**src/src_pkg.sv**
```systemverilog
// Constants, register map and types of the system reset controller.
// Assumes a single 125 MHz system clock and a word-indexed register port.
package src_pkg;

  localparam int unsigned CLK_MHZ         = 125;
  // Internal reset is held this long after the last source goes away.
  localparam int unsigned RELEASE_NS      = 1000;
  localparam int unsigned RELEASE_CYC     = (RELEASE_NS * CLK_MHZ + 999) / 1000;
  localparam int unsigned CNT_W           = 8;
  localparam logic [CNT_W-1:0] RELEASE_CNT = CNT_W'(RELEASE_CYC);

  localparam int unsigned ADDR_W = 4;
  localparam logic [ADDR_W-1:0] ADDR_CAUSE   = 4'h0;
  localparam logic [ADDR_W-1:0] ADDR_PRST0   = 4'h1;
  localparam logic [ADDR_W-1:0] ADDR_PRST1   = 4'h2;
  localparam logic [ADDR_W-1:0] ADDR_PRST2   = 4'h3;
  localparam logic [ADDR_W-1:0] ADDR_ALTFN   = 4'h4;
  localparam logic [ADDR_W-1:0] ADDR_CORECTL = 4'h5;
  localparam logic [ADDR_W-1:0] ADDR_IDENT0  = 4'h6;
  localparam logic [ADDR_W-1:0] ADDR_IDENT1  = 4'h7;
  localparam logic [ADDR_W-1:0] ADDR_CAP0    = 4'h8;

  localparam int unsigned NUM_CAP   = 5;
  localparam int unsigned NUM_PRST  = 3;

  // Cause record bit positions.
  localparam int unsigned CAUSE_EXT = 0;
  localparam int unsigned CAUSE_POR = 1;
  localparam int unsigned CAUSE_BOR = 2;
  localparam int unsigned CAUSE_WDT = 3;
  localparam int unsigned CAUSE_SW  = 4;
  localparam int unsigned CAUSE_LDO = 5;
  localparam int unsigned NUM_SRC   = 6;

  localparam int unsigned SYSREQ_BIT = 2;
  localparam logic [31:0] ZERO_WORD  = 32'h0000_0000;

  typedef enum logic [1:0] {
    SRC_POWERUP = 2'b00,
    SRC_HOLD    = 2'b01,
    SRC_RELEASE = 2'b10,
    SRC_RUN     = 2'b11
  } src_state_t;

endpackage

```
**src/src_sync.sv**
```systemverilog
// Two-stage synchroniser for a level input.
// Assumes the input may change at any time with respect to the clock.
`timescale 1ns/1ns
module src_sync
  import src_pkg::*;
#(
  parameter logic RESET_VAL = 1'b0
) (
  // Clock and reset.
  input  wire logic clock,
  input  wire logic rst_n,
  // Level in and out.
  input  wire logic dIn,
  output logic      dOut
);
  logic stage1_r;
  logic stage2_r;

  always_ff @(posedge clock or negedge rst_n) begin
    if (!rst_n) begin
      stage1_r <= RESET_VAL;
      stage2_r <= RESET_VAL;
    end else begin
      stage1_r <= dIn;
      stage2_r <= stage1_r;
    end
  end

  assign dOut = stage2_r;
endmodule

```
**src/src_prst.sv**
```systemverilog
// Per-peripheral software reset controls: a bit set and then cleared resets the module.
// Assumes write strobes arrive one cycle at a time from the register port.
`timescale 1ns/1ns
module src_prst
  import src_pkg::*;
#(
  parameter int unsigned WIDTH = 32
) (
  // Clock and reset.
  input  wire logic             clock,
  input  wire logic             rst_n,
  // Register write.
  input  wire logic             wrEn,
  input  wire logic [WIDTH-1:0] wrData,
  // State.
  output logic      [WIDTH-1:0] ctrlQ,
  output logic      [WIDTH-1:0] pulseQ
);
  logic [WIDTH-1:0] ctrl_r;
  logic [WIDTH-1:0] ctrl_nxt;
  logic [WIDTH-1:0] pulse_r;
  logic [WIDTH-1:0] pulse_nxt;

  always_comb begin
    ctrl_nxt  = ctrl_r;
    pulse_nxt = '0;
    if (wrEn) begin
      ctrl_nxt  = wrData;
      pulse_nxt = ctrl_r & ~wrData;
    end
  end

  always_ff @(posedge clock or negedge rst_n) begin
    if (!rst_n) begin
      ctrl_r  <= '0;
      pulse_r <= '0;
    end else begin
      ctrl_r  <= ctrl_nxt;
      pulse_r <= pulse_nxt;
    end
  end

  assign ctrlQ  = ctrl_r;
  assign pulseQ = pulse_r;

  prst_pulse_a: assert property (@(posedge clock) disable iff (!rst_n)
    (wrEn && |(ctrl_r & ~wrData)) |=> (pulse_r == $past(ctrl_r & ~wrData)))
    else $error("peripheral reset pulse wrong");
endmodule

```
**src/src_reset_ctrl.sv**
```systemverilog
// System reset controller: source collection, domain decode, cause record,
// release sequencing, identification registers and alternate pin select.
// Assumes all pin and monitor inputs are synchronous except the reset pin.
//
// Chosen here: the address map and the strobed register port.
`timescale 1ns/1ns

// Summary of operation
// Accept six reset sources
// Power-on resets core, peripherals and TAP
// Pin reset spares TAP, only pin config
// Other system resets spare the TAP
// System request bit triggers software reset
// Peripheral reset per module, nothing else
// Record the causing source after reset
// Causes sticky; pin reset clears others
// Pin/power-on on main osc, sequence internal
// Hold until power detect falls, then release
// Power-on only fires at first power-up
// Outside holds pin low minimum pulse
// Read-only identification registers
// Interrupt pin is GPIO until selected
// Power-on resets everything past threshold
// Peripheral reset on set then clear
// Synchronise pin release before internal release
module src_reset_ctrl
  import src_pkg::*;
#(
  parameter logic [31:0] IDENT0_VAL = 32'h0001_0000, // Arbitrary value.
  parameter logic [31:0] IDENT1_VAL = 32'h0002_0000, // Arbitrary value.
  parameter logic [31:0] CAP_VAL    = 32'h0000_0001,
  parameter int unsigned PRST_W     = 32
) (
  // Clock and reset.
  input  wire logic              clock,
  input  wire logic              rst_n,
  // Reset sources.
  input  wire logic              extResetPin_n,
  input  wire logic              powerOnDetect,
  input  wire logic              brownoutDetect,
  input  wire logic              watchdogReset,
  input  wire logic              coreRegulatorFault,
  // Register port.
  input  wire logic [ADDR_W-1:0] regAddr,
  input  wire logic [31:0]       regWrData,
  input  wire logic              regWrite,
  input  wire logic              regRead,
  output logic      [31:0]       regRdData,
  // Reset outputs.
  output logic                   coreReset_n,
  output logic                   periphReset_n,
  output logic                   tapReset_n,
  output logic                   tapPinCfgReset_n,
  output logic [NUM_PRST*PRST_W-1:0] periphSwReset_n,
  output logic                   fetchVectors,
  // Interrupt pin select.
  output logic                   nmiSelect
);
  logic extSync;
  logic extSyncQ;
  logic [NUM_PRST*PRST_W-1:0] prstPulse;
  logic [NUM_PRST*PRST_W-1:0] prstCtrl;

  // Pin deassertion passes two flops before reaching release logic.
  // Its flops start at the pin's idle level, so leaving block reset is no pin reset.
  src_sync #(.RESET_VAL(1'b1)) uSync (
    .clock (clock),
    .rst_n (rst_n),
    .dIn   (extResetPin_n),
    .dOut  (extSync)
  );
  assign extSyncQ = ~extSync;

  genvar gi;
  generate
    for (gi = 0; gi < NUM_PRST; gi++) begin : gPrst
      src_prst #(.WIDTH(PRST_W)) uPrst (
        .clock  (clock),
        .rst_n  (rst_n),
        .wrEn   (regWrite && regAddr == ADDR_PRST0 + ADDR_W'(gi)),
        .wrData (regWrData[PRST_W-1:0]),
        .ctrlQ  (prstCtrl[gi*PRST_W +: PRST_W]),
        .pulseQ (prstPulse[gi*PRST_W +: PRST_W])
      );
    end
  endgenerate

  src_state_t             state_r;
  src_state_t             state_nxt;
  logic [CNT_W-1:0]       cnt_r;
  logic [CNT_W-1:0]       cnt_nxt;
  logic                   porSeen_r;
  logic                   porSeen_nxt;
  logic [NUM_SRC-1:0]     cause_r;
  logic [NUM_SRC-1:0]     cause_nxt;
  logic [NUM_SRC-1:0]     pend_r;
  logic [NUM_SRC-1:0]     pend_nxt;
  logic                   tapHold_r;
  logic                   tapHold_nxt;
  logic                   pinHold_r;
  logic                   pinHold_nxt;
  logic                   altFn_r;
  logic                   altFn_nxt;
  logic [31:0]            rd_r;
  logic [31:0]            rd_nxt;
  logic                   fetch_r;
  logic                   fetch_nxt;
  logic [NUM_PRST*PRST_W-1:0] swRun_r;
  logic                   coreRun_r;
  logic                   coreRun_nxt;
  logic                   tapRun_r;
  logic                   tapRun_nxt;
  logic                   pinCfgRun_r;
  logic                   pinCfgRun_nxt;
  logic [NUM_SRC-1:0]     srcNow;
  logic                   porEvt;
  logic                   swReq;

  // The power detect is honoured only until it first falls during power-up.
  assign porEvt = powerOnDetect && !porSeen_r;
  assign swReq  = regWrite && regAddr == ADDR_CORECTL && regWrData[SYSREQ_BIT];

  always_comb begin
    srcNow            = '0;
    srcNow[CAUSE_EXT] = extSyncQ;
    srcNow[CAUSE_POR] = porEvt;
    srcNow[CAUSE_BOR] = brownoutDetect;
    srcNow[CAUSE_WDT] = watchdogReset;
    srcNow[CAUSE_SW]  = swReq;
    srcNow[CAUSE_LDO] = coreRegulatorFault;
  end

  // Release sequencer, run on the internal clock.
  always_comb begin
    state_nxt   = state_r;
    cnt_nxt     = cnt_r;
    porSeen_nxt = porSeen_r;
    pend_nxt    = pend_r | srcNow;
    tapHold_nxt = tapHold_r;
    pinHold_nxt = pinHold_r | srcNow[CAUSE_EXT];
    cause_nxt   = cause_r;
    fetch_nxt   = 1'b0;
    case (state_r)
      SRC_POWERUP: begin
        tapHold_nxt = 1'b1;
        if (!powerOnDetect) begin
          porSeen_nxt = 1'b1;
          pend_nxt    = pend_nxt | (NUM_SRC'(1) << CAUSE_POR);
          state_nxt   = SRC_HOLD;
          cnt_nxt     = RELEASE_CNT;
        end
      end
      SRC_HOLD: begin
        if (|srcNow) begin
          cnt_nxt = RELEASE_CNT;
        end else if (cnt_r > CNT_W'(1)) begin
          cnt_nxt = cnt_r - CNT_W'(1);
        end else begin
          state_nxt = SRC_RELEASE;
        end
      end
      SRC_RELEASE: begin
        // Cause bits are sticky unless the pin was among the causes.
        if (pend_r[CAUSE_EXT]) begin
          cause_nxt = NUM_SRC'(1) << CAUSE_EXT;
        end else begin
          cause_nxt = cause_r | pend_r;
        end
        pend_nxt    = srcNow;
        tapHold_nxt = 1'b0;
        pinHold_nxt = 1'b0;
        fetch_nxt   = 1'b1;
        state_nxt   = SRC_RUN;
      end
      SRC_RUN: begin
        if (|srcNow) begin
          state_nxt = SRC_HOLD;
          cnt_nxt   = RELEASE_CNT;
        end
      end
      default: begin
        state_nxt = SRC_POWERUP;
      end
    endcase
  end

  always_ff @(posedge clock or negedge rst_n) begin
    if (!rst_n) begin
      state_r   <= SRC_POWERUP;
      cnt_r     <= '0;
      porSeen_r <= 1'b0;
      pend_r    <= '0;
      tapHold_r <= 1'b1;
      pinHold_r <= 1'b0;
      cause_r   <= '0;
      fetch_r   <= 1'b0;
    end else begin
      state_r   <= state_nxt;
      cnt_r     <= cnt_nxt;
      porSeen_r <= porSeen_nxt;
      pend_r    <= pend_nxt;
      tapHold_r <= tapHold_nxt;
      pinHold_r <= pinHold_nxt;
      cause_r   <= cause_nxt;
      fetch_r   <= fetch_nxt;
    end
  end

  // Reset pins leave flops loaded from the next state, so they still move in
  // the same cycle as the sequencer state and never glitch on a decode.
  always_comb begin
    coreRun_nxt   = (state_nxt == SRC_RUN);
    tapRun_nxt    = !tapHold_nxt;
    pinCfgRun_nxt = !(pinHold_nxt || tapHold_nxt);
  end

  always_ff @(posedge clock or negedge rst_n) begin
    if (!rst_n) begin
      coreRun_r   <= 1'b0;
      tapRun_r    <= 1'b0;
      pinCfgRun_r <= 1'b0;
    end else begin
      coreRun_r   <= coreRun_nxt;
      tapRun_r    <= tapRun_nxt;
      pinCfgRun_r <= pinCfgRun_nxt;
    end
  end

  // Register port.
  always_comb begin
    altFn_nxt  = altFn_r;
    rd_nxt     = ZERO_WORD;
    if (state_r != SRC_RUN) begin
      altFn_nxt = 1'b0;
    end else if (regWrite && regAddr == ADDR_ALTFN) begin
      altFn_nxt = regWrData[0];
    end
    if (regRead) begin
      case (regAddr)
        ADDR_CAUSE:  rd_nxt = {{(32-NUM_SRC){1'b0}}, cause_r};
        ADDR_PRST0:  rd_nxt = 32'(prstCtrl[0 +: PRST_W]);
        ADDR_PRST1:  rd_nxt = 32'(prstCtrl[PRST_W +: PRST_W]);
        ADDR_PRST2:  rd_nxt = 32'(prstCtrl[2*PRST_W +: PRST_W]);
        ADDR_ALTFN:  rd_nxt = {31'h0000_0000, altFn_r};
        ADDR_IDENT0: rd_nxt = IDENT0_VAL;
        ADDR_IDENT1: rd_nxt = IDENT1_VAL;
        default: begin
          if (regAddr >= ADDR_CAP0 && regAddr < ADDR_CAP0 + ADDR_W'(NUM_CAP)) begin
            rd_nxt = CAP_VAL;
          end
        end
      endcase
    end
  end

  always_ff @(posedge clock or negedge rst_n) begin
    if (!rst_n) begin
      altFn_r  <= 1'b0;
      rd_r     <= '0;
      swRun_r  <= '1;
    end else begin
      altFn_r  <= altFn_nxt;
      rd_r     <= rd_nxt;
      swRun_r  <= ~prstPulse;
    end
  end

  assign regRdData        = rd_r;
  assign coreReset_n      = coreRun_r;
  assign periphReset_n    = coreRun_r;
  assign tapReset_n       = tapRun_r;
  assign tapPinCfgReset_n = pinCfgRun_r;
  assign periphSwReset_n  = swRun_r;
  assign fetchVectors     = fetch_r;
  assign nmiSelect        = altFn_r;

  tap_spared_a: assert property (@(posedge clock) disable iff (!rst_n)
    ($past(state_r) == SRC_RUN && state_r == SRC_HOLD) |-> tapReset_n)
    else $error("tap reset by non power source");
  por_once_a: assert property (@(posedge clock) disable iff (!rst_n)
    porSeen_r |=> porSeen_r)
    else $error("power-on seen flag dropped");
  pin_cause_a: assert property (@(posedge clock) disable iff (!rst_n)
    (state_r == SRC_RELEASE && pend_r[CAUSE_EXT]) |=> cause_r == 6'h01)
    else $error("pin cause did not clear others");
  cause_set_a: assert property (@(posedge clock) disable iff (!rst_n)
    (state_r == SRC_RELEASE && !pend_r[CAUSE_EXT]) |=>
    ((cause_r & $past(pend_r)) == $past(pend_r)))
    else $error("cause not recorded");
  hold_por_a: assert property (@(posedge clock) disable iff (!rst_n)
    powerOnDetect && state_r == SRC_POWERUP |-> !coreReset_n && !tapReset_n)
    else $error("released during power-on");
  fetch_after_a: assert property (@(posedge clock) disable iff (!rst_n)
    $rose(coreReset_n) |-> fetchVectors)
    else $error("no vector fetch on release");
  sw_req_a: assert property (@(posedge clock) disable iff (!rst_n)
    (swReq && state_r == SRC_RUN) |=> !coreReset_n && !periphReset_n)
    else $error("software request ignored");
  pin_sync_a: assert property (@(posedge clock) disable iff (!rst_n)
    (state_r == SRC_RUN && !extResetPin_n) |-> ##3 !coreReset_n)
    else $error("pin reset missed");
  nmi_gpio_a: assert property (@(posedge clock) disable iff (!rst_n)
    !coreReset_n |=> !nmiSelect)
    else $error("alternate function survived reset");

  por_done_c: cover property (@(posedge clock) disable iff (!rst_n)
    $fell(powerOnDetect) ##[1:300] fetchVectors);
  pin_rst_c: cover property (@(posedge clock) disable iff (!rst_n)
    state_r == SRC_RUN ##1 !extResetPin_n ##[1:300] fetchVectors);
  wdt_rst_c: cover property (@(posedge clock) disable iff (!rst_n)
    state_r == SRC_RUN && watchdogReset);
  prst_c: cover property (@(posedge clock) disable iff (!rst_n) |prstPulse);
endmodule

```
**config.mk**
```make
export PLATFORM = sky130hd
export DESIGN_NAME = src_reset_ctrl
export DESIGN_NICKNAME = d
export VERILOG_FILES = /design/src/src_pkg.sv /design/src/src_sync.sv /design/src/src_prst.sv /design/src/src_reset_ctrl.sv
export SDC_FILE = /design/constraint.sdc
export NUM_CORES = 1
export LEC_CHECK = 0
export ABC_AREA = 1
export BUFFER_PORTS_ARGS = -buffer_cell sky130_fd_sc_hd__clkbuf_2
export CAP_MARGIN = 25
export CORE_MARGIN = 4
export CORE_UTILIZATION = 55
export CTS_CLUSTER_SIZE = 20
export DETAILED_ROUTE_END_ITERATION = 10
export GPL_ROUTABILITY_DRIVEN = 0
export PLACE_DENSITY_LB_ADDON = 0.05
export RECOVER_POWER = 50
export SETUP_SLACK_MARGIN = 0.05
export SLEW_MARGIN = 10
export SYNTH_ARGS = -nofsm -noshare
export SYNTH_HDL_FRONTEND = slang
export SYNTH_SLANG_ARGS = --single-unit
export TNS_END_PERCENT = 5
```
**constraint.sdc**
```tcl
create_clock -name clock -period 3.85 [get_ports clock]
set_clock_uncertainty 0.15 [all_clocks]
set_input_delay 0.1925 -clock clock [delete_from_list [all_inputs] [get_ports clock]]
set_output_delay 0.1925 -clock clock [all_outputs]
set_load 0.005 [all_outputs]
```
Yosys cells after proc, flatten, opt, wreduce, memory -nomap -nowiden --
Cells that the tools add are included.
Word-level totals: bits in registers 352, latch bits 0, memory bits (writable) 0, ROM bits 0, input port bits 45, output and inout bits 134, word-level logic and storage cells 94, memories kept 0
Cells by class: add/sub/neg operators 1, multiply operators 0, div/mod/pow operators 0, magnitude comparators 3, eq/ne operators 15, shift-type cells 0, muxes and demuxes 24, bitwise operators 10, reductions and logical operators 19
Operators by type and width (count):
- $pmux W32 S7 | 1
- $mux W32 | 4
- $and A32 B32 Y32 | 3
- $not A96 Y96 | 1
- $mux W8 | 4
- $not A32 Y32 | 1
- $pmux W8 S3 | 1
- $eq A4 B3 Y1 const B | 4
- $or A6 B6 Y6 | 2
- $pmux W6 S2 | 1
- $mux W2 | 5
- $eq A4 B2 Y1 const B | 2
- $gt A8 B1 Y1 const B | 1
- $logic_and A1 B1 Y1 | 8
- $pmux W2 S4 | 1
- $sub A8 B1 Y8 const B | 1
- $eq A2 B2 Y1 const B | 3
- $mux W6 | 1
- $ne A2 B2 Y1 const B | 3
- $reduce_or A6 Y1 | 1
- $mux W1 | 5
- $eq A4 B1 Y1 const B | 1
- $ge A4 B4 Y1 const B | 1
- $logic_not A4 Y1 | 1
- other kinds (13) | 16

Logic depth before layout (Yosys ltp) --
Gate-level depths: netlist of run 1.
depth after elaboration 7, mapped depth 11, depth with buffers taken out 11

Hierarchy --
From an unflattened synthesis of run 1, not the netlist that was laid out.
Second synthesis, totals: cell total of the unflattened synthesis 1339, area, all modules 13085.0 µm²
Modules (own cells, without submodules):
- src_prst | times used 3, cells an instance 236, area an instance 2313.5 µm², sequential area each 1601.5 µm²
- src_reset_ctrl | times used 1, cells an instance 629, area an instance 6092.1 µm², sequential area each 4075.2 µm²
- src_sync | times used 1, cells an instance 2, area an instance 52.6 µm², sequential area each 52.6 µm²

Worst setup path after synthesis of run 1 --
Ideal clock, no wire load.
kind flip-flop to flip-flop, start point register uSync.stage2_r (netlist: uSync.dOut), end point register cnt_r[5], library setup time 117 ps, arrival 1346 ps, data required time 3583 ps, setup slack 2237 ps, stages on the path, launching flop included 10, path buffers 0, clock period less this slack 1613 ps, cells stage by stage dfstp_2 > inv_1 > nor2_1 > nand2_1 > nor2_1 > nand2_1 > nor2_1 > nand3_1 > nand2_1 > nand2_1
On the way: longest elaborated chain between the ends 4, elaborated cells on any way between the ends 7, those cells by class eq/ne: 2; mux: 2; bitwise: 1; reduce/logical: 2
Ends and longest elaborated chain:
- from (decl) | RTL line src_sync.sv:17 | logic stage2_r;
- from (signal assigned) | RTL line src_sync.sv:25 | stage2_r <= stage1_r;
- $not A1 Y1 * | RTL line src_reset_ctrl.sv:72 | assign extSyncQ = ~extSync;
- $reduce_or A6 Y1 * | RTL line src_reset_ctrl.sv:154, src_reset_ctrl.sv:176
- $ne A3 B3 Y1 (no line) (tied with other cells)
- $reduce_and A4 Y1 (no line) / $pmux W8 S3 (equally long branches)
- to (signal assigned) | RTL line src_reset_ctrl.sv:199 | cnt_r <= cnt_nxt;
- to (decl) | RTL line src_reset_ctrl.sv:90 | logic [CNT_W-1:0] cnt_r;
Every way passes the cells marked *; elsewhere a longest branch is shown, timed or not. A chain may end at the register's enable or synchronous reset.

==> results of run 1 <==
routing by layer:
metal | up-vias | share of wire
met2 | 196 | 0.48
met1 | 4071 | 0.47
li1 | 4094 | -
met5 | - | 0
met4 | 0 | 0.0099
met3 | 27 | 0.047
cell families (layout without fill, tap and decap cells):
family / Yosys count / count (layout) / synth area share
flip-flops: 352 / 352 / 0.701
buffers and inverters: 293 / 543 / 0.0914
XOR/XNOR: 1 / 1 / 0.000688
AND/OR/NAND/NOR: 369 / 369 / 0.133
adder cells (fa/ha/maj): 2 / 2 / 0.00196
AO/OA/AOI/OAI: 165 / 165 / 0.0720
cells in the final DEF (no fill, tap or decap), drive strengths merged:
cell           n
a211oi         1
a21o           3
a21oi        104
buf            8
clkbuf       234
clkinv         8
clkinvlp       1
dfrtp        253
dfstp         99
dlygate4sd3   43
ha             2
inv          249
nand2         97
nand3         15
nand3b         1
nand4          2
nor2         156
nor3          97
nor3b          1
o21ai         19
o21bai         1
o221ai        13
o22ai         24
xnor2          1
stage by stage:
step | cell area (µm²) | hold WS [ns] | instances | util
CTS | 15400 | 0.168 | 1715 | 0.679
floorplan | 12700 | -0.253 | 1182 | -
global route | 15400 | 0.166 | 1717 | 0.676
finish | 15400 | 0.183 | 1717 | 0.676
detailed placement | 13900 | 0.133 | 1609 | 0.611
global placement | 13900 | 0.133 | 1609 | 0.611
cell usage after synthesis (3+ instances only):
library cell | n | area [µm²]
buf_4 | 4 | 30.0
a21oi_1 | 104 | 521
nand3_1 | 15 | 75.1
dfstp_2 | 99 | 2600
nand2_1 | 92 | 345
nor3_1 | 75 | 375
nand2_2 | 4 | 25.0
o22ai_1 | 24 | 150
o221ai_1 | 13 | 114
nor2_1 | 151 | 567
nor2_4 | 3 | 33.8
dfrtp_1 | 253 | 6330
nor3_2 | 22 | 220
a21o_1 | 3 | 22.5
inv_1 | 247 | 927
buf_2 | 28 | 140
o21ai_0 | 19 | 95.1
clkbuf_1 | 10 | 37.5
flip-flops by register name, summed over array words and instances (netlist names), 2 cells and up:
name	flops
gPrst.uPrst.ctrlQ	96
periphSwReset_n	96
cnt_r	8
cause_r	6
state_r	2
pend_r	6
regRdData	32
gPrst.uPrst.pulseQ	96
how the worst min path moves through the flow:
stage	start	slack (ns)	depth (start not counted)	endpoint
6_report	extResetPin_n	0.18	2	uSync.stage1_r
3_3_place_gp	extResetPin_n	0.13	1	uSync.stage1_r
2_1_floorplan	rst_n	-0.25	0	cause_r[0]
5_1_grt	extResetPin_n	0.17	2	uSync.stage1_r
3_5_place_dp	extResetPin_n	0.13	1	uSync.stage1_r
4_1_cts	extResetPin_n	0.17	2	uSync.stage1_r
worst max-delay path, stage by stage:
cell,delay (ns)
dlygate4sd3_1,0.56
buf_8,0.62
clkbuf_2,1.29
power by group through the flow:
stage          registers (µW)  logic, µW  clock network (µW)
2_1_floorplan            4070        335                   0
3_5_place_dp             4090        583                   0
6_report                 4020        611                3230
4_1_cts                  4020        623                3320
3_3_place_gp             4080        564                   0
5_1_grt                  4040        704                3480
cell type report:
class,count,share of cell area
Clock buffer,54,0.0690
Inverter,249,0.0609
Sequential cell,352,0.582
Tap cell,285,0.0232
Timing Repair Buffer,231,0.0886
Multi-Input combinational cell,537,0.174
Clock inverter,9,0.00310
==> run summary, run 1 <==
Status - finished with violations
Failing checks - capacitance limit, slew limit
Post-DRT Antenna Nets - 0
Final Max Tran Viols - 70
Fmax - 385 MHz
P_leak - 0.00758 µW
Final WS setup - 1.25 ns
Total Power - 7860 µW
Yosys reg bits - 352
CTS H-tree lvls - 2
Multi-input combinational cell area - 0.00267 mm²
Clk pwr share - 0.411
Fin. Hold Viols - 0
Area Growth Syn to Fin - 20.5%
Sw Share - 0.231
Drt first pass iters - 4
Worst-path fanout max - 125
Syn_area_per_cell - 10.8 µm²
Unrepaired setup endpoints after global routing - no
Critical Path Source - rst_n
Detailed Route WL - 25700 µm
Grt ovf - 0
Post-place setup slack - 1.31 ns
WP data required - 4.01 ns
Met3 usage - 0.0366
DRT iter0 DRCs - 483
Fraction of layout cells with a size suffix above 1 - 0.209
Initial antenna violation count - 0
Peak VDD IR - 0.346 mV
Final HPWL DP - 15500 µm
Clk Latency, worst-skew pair - 0.50 ns
Drt via density - 4.89
GR Layer Usage met1 - 0.299
Root Driver - clkbuf_16
Total die area - 0.0257 mm²
Met2 global-route usage - 0.329
FF/Latch Area - 0.00893 mm²
Net count, final - 1454
Switching pwr - 1820 µW
R2R depth - 5
Number of synthesized flops with an enable pin - 0
Reg power frac - 0.512
Post-synth top flop - dfrtp_1
Core Box Area - 0.0227 mm²
Post-Syn Instances - 1182
Pwr Density - 512 mW/mm²
Row Count - 55
Worst r2r src - state_r[1]
Num CTS Buffers - 36
Hold WC Path Type - input pin to flop
Register area share after synthesis - 0.701
Syn nets - 1229
Worst setup EP type - async pin
Largest net degree at the start of global routing - 126
Setup bufs post-CTS - 0
Vias in the first global route - 8326
Relative slew slack - -0.0705
Async S/R FF share, synth - 1.00
Fill cell count - 1771
# port buffers - 178
Min cycle time layout - 2.60 ns
Worst-Margin Slew - 1.61 ns
Synth cell types - 29
Via count - 8388
Deepest clock path buffer count - 3
Busiest grt layer - met2
Hold-fix buffers, CTS - 43
R2r endpoint - cause_r[3]
# IOs - 179
Crit path to - gPrst[1].uPrst.pulseQ[28]
Max-Cap Viols - 1
CTS tree - yes
# DRC - 0
Clock tree sinks - 352
Cell Area, Synth - 0.0127 mm²
CTS resizes - 0
CP Class - input pin to async pin
Reg-to-reg setup timing slack - 1.85 ns
Diode count - 0
Die Width - 160 µm
Synth Warn # - 0
Reg clk slew, reported paths - 0.06 ns
Power share of the combinational group - 0.078
# setup viols final - 0
Drt wl/cell - 15.0 µm
Worst EP arrival - 2.76 ns
Initial Util - 0.561
Final critical-path share of the clock period - 0.675
First-pass GRT wire length - 43000 µm
Cell-internal power - 6040 µW
Die H - 160 µm
Setup TNS - 0 ns
All-Layer GR Usage - 0.206
Setup crit start kind - input pin
(Power assumes the default switching activity.)
==> inputs of run 2 (changes only) <==
ABC_AREA = 0   (was 1)
clock period = 2.6 ns   (was 3.85 ns; I/O delays follow)
==> run 2 against run 1 <==
  * The run now ends clean
  * Critical endpoint is now cnt_r[1]
  * Cell count decreased by 17%
  * Clock power increased by 53%
  * Sequential share of layout area decreased by 0.96 points
  * Via count decreased by 12%
  * Hold slack got worse by 0.11 ns
  * Non-clock buffer count increased by 9
  * Worst setup slack got worse by 0.73 ns
  * Critical path type is now flop to flop
  * Largest power group unchanged
  * Sequential power increased by 52%
==> run summary, run 2 <==
Leading area contributor after synthesis - dfrtp_1 (unchanged)
Root Driver - clkbuf_16 (unchanged)
Status - finished clean (was finished with violations)
Clk Latency, worst-skew pair - 0.50 ns (about the same)
Number of synthesized flops with an enable pin - 0 (unchanged)
Drt wl/cell - 17.4 µm (was 15.0 µm)
Vias in the first global route - 7883 (was 8326)
Worst setup EP type - flop (was async pin)
Sw Share - 0.219 (was 0.231)
Post-synth top flop - dfrtp_1 (unchanged)
Final critical-path share of the clock period - 0.799
Post-Syn Instances - 880 (was 1182)
Setup crit start kind - flop (was input pin)
Switching pwr - 2640 µW (was 1820 µW)
Crit path top cell by count - a21o_1
Die H - 160 µm (about the same)
All-Layer GR Usage - 0.200 (was 0.206)
Reg clk slew, reported paths - 0.06 ns (about the same)
Synth top area share - 0.498 (was 0.497)
Reg-to-reg setup timing slack - 0.52 ns (was 1.85 ns)
DRT iter0 DRCs - 323 (was 483)
Delay-heaviest family, CP - compound AO/OA/AOI/OAI gates (was buffers and inverters)
Placed Instance Area - 0.0141 mm² (was 0.0139 mm²)
Reg power frac - 0.508 (was 0.512)
Largest net degree at the start of global routing - 85 (was 126)
# IOs - 179 (unchanged)
Finished Core Util - 0.688 (was 0.676)
# setup viols final - 0 (unchanged)
Post-DRT Antenna Nets - 0 (unchanged)
Total die area - 0.0256 mm² (was 0.0257 mm²)
Die Width - 160 µm (about the same)
Area Growth Syn to Fin - 22.7% (was 20.5%)
Max-Cap Viols - 0 (was 1)
Cell Area, Synth - 0.0127 mm² (about the same)
Row Count - 55 (unchanged)
Top-count cell post-synth - dfrtp_1 (unchanged)
Top post-synthesis cells by count - dfrtp_1, mux2_2, inv_1, dfstp_2, nor3b_1 (was dfrtp_1, inv_1, nor2_1, a21oi_1, dfstp_2)
Hold WC Path Type - input pin to flop (unchanged)
Setup TNS - 0 ns (unchanged)
Max incr delay on CP - 0.52 ns (was 1.29 ns)
First-pass GRT wire length - 41300 µm (was 43000 µm)
Fin. Hold Viols - 0 (unchanged)
Finished layout cell area - 0.0156 mm² (was 0.0154 mm²)
Final WS setup - 0.523 ns (was 1.25 ns)
Peak VDD IR - 0.430 mV (was 0.346 mV)
Synth Warn # - 0 (unchanged)
Via count - 7397 (was 8388)
Initial Util - 0.560 (was 0.561)
WP buf/inv - 1 (was 3)
Crit-path cells - nand2b_1 > inv_1 > nor2_1 > o21ai_0 > a21o_1 > a21o_1 (was dlygate4sd3_1 > buf_8 > clkbuf_2)
Most frequent cells in the layout - dfrtp_1, clkbuf_2, mux2_2 (was dfrtp_1, inv_1, nor2_1)
Grt ovf - 0 (unchanged)
Drt first pass iters - 4 (unchanged)
Cell-internal power - 9440 µW (was 6040 µW)
Post-place setup slack - 0.518 ns (was 1.31 ns)
Largest cells by area after synthesis - dfrtp_1, dfstp_2, mux2_2 (was dfrtp_1, dfstp_2, inv_1)
CP max stage cell - dfrtp_1 (was clkbuf_2)
Min cycle time layout - 2.08 ns
# port buffers - 178 (unchanged)
Detailed Route WL - 25000 µm (was 25700 µm)
Clock tree sinks - 352 (unchanged)
CP Class - flop to flop (was input pin to async pin)
WP data required - 2.84 ns (was 4.01 ns)
Relative slew slack - 0.287 (was -0.0705)
CTS H-tree lvls - 2 (unchanged)
Syn_area_per_cell - 14.5 µm² (was 10.8 µm²)
Diode count - 0 (unchanged)
Fmax - 482 MHz
Synth cell types - 45 (was 29)
Register area share after synthesis - 0.702 (was 0.701)
Fraction of layout cells with a size suffix above 1 - 0.422 (was 0.209)
Net count, final - 1168 (was 1454)
Async S/R FF share, synth - 1.00 (unchanged)
Most common cell after layout, fill and taps aside - dfrtp_1 (unchanged)
Worst EP arrival - 2.32 ns (was 2.76 ns)
# DRC - 0 (unchanged)
P_leak - 0.00702 µW (was 0.00758 µW)
Initial antenna violation count - 0 (unchanged)
Final HPWL DP - 15800 µm (was 15500 µm)
Yosys reg bits - 352 (unchanged)
Num CTS Buffers - 35 (was 36)
Worst-Margin Slew - 1.07 ns (was 1.61 ns)
Pwr Density - 773 mW/mm² (was 512 mW/mm²)
CTS tree - yes (unchanged)
Syn nets - 927 (was 1229)
Power share of the combinational group - 0.083 (was 0.078)
Drt via density - 5.17 (was 4.89)
Worst-path fanout max - 14 (was 125)
Core Box Area - 0.0227 mm² (unchanged)
Clk pwr share - 0.409 (was 0.411)
Unrepaired setup endpoints after global routing - no (unchanged)
Deepest clock path buffer count - 3 (unchanged)
Final Max Tran Viols - 0 (was 70)
run 2: cells by family (layout without fill, tap and decap cells):
family                     count (synthesis)  in the layout  synth area share
buffers and inverters                    140            407            0.0433
muxes                                    130            130             0.119
and+or+nand+nor                          182            182            0.0941
DFF                                      352            352             0.702
AOI/OAI and AO/OA                         74             74            0.0395
adders and majority gates                  2              2           0.00197
run 2: layout make-up:
cell class,count,area [µm²]
sequential,352,8930
fill,1626,7090
multi-input combinational,388,3260
timing repair buffer,240,1520
clock buffer,50,1020
inverter,104,390
tap,285,357
clock inverter,13,128
run 2: power by group through the flow:
stage / clock network [µW] / registers, µW / logic [µW]
2_1_floorplan: 0 / 6140 / 645
3_3_place_gp: 0 / 6210 / 948
3_5_place_dp: 0 / 6220 / 975
4_1_cts: 5060 / 6130 / 1040
5_1_grt: 5320 / 6180 / 1110
6_report: 4940 / 6130 / 1000
run 2: path summary, 6_finish.rpt:
check / depth (start not counted) / from / end
hold / removal: 3 / regAddr[1] / regRdData[0]
setup reg to reg: 6 / state_r[0] / cnt_r[1]
min in group asynchronous: 2 / rst_n / periphSwReset_n[4]
hold reg to reg: 1 / gPrst[0].uPrst.pulseQ[22] / periphSwReset_n[22]
max in group asynchronous: 3 / rst_n / regRdData[21]
setup / recovery: 6 / state_r[0] / cnt_r[1]
run 2: layer usage:
metal,track usage,wire [µm],vias up
met5,0,0,-
met1,0.279,11100,3748
met3,0.0441,1380,38
met2,0.324,12000,181
li1,-,-,3430
met4,0.0548,538,0
run 2: worst reg2reg max path: cells and delay by family (launching register included):
family                 cells  cell delay (ns)
AO/OA/AOI/OAI              3             0.58
buffers and inverters      1             0.25
AND/OR/NAND/NOR            2             0.48
flip-flops                 1             0.52
run 2: per-stage QoR:
step / std cells / hold slack [ns] / total power [µW]
after floorplan: 880 / -0.316 / 6780
after global placement: 1325 / -0.0985 / 7150
after detailed placement: 1325 / -0.101 / 7200
after CTS: 1432 / 0.0519 / 12200
after global routing: 1432 / 0.0791 / 12600
final: 1432 / 0.0701 / 12100
run 2: timing repair:
item / 4_1_cts / 5_1_grt
hold buffers: 44 / 0
endpoints found under the setup margin: 0 / 0
endpoints found under the hold margin: 470 / 0
buffers inserted: 0 / 0
gates resized for setup: 0 / 0
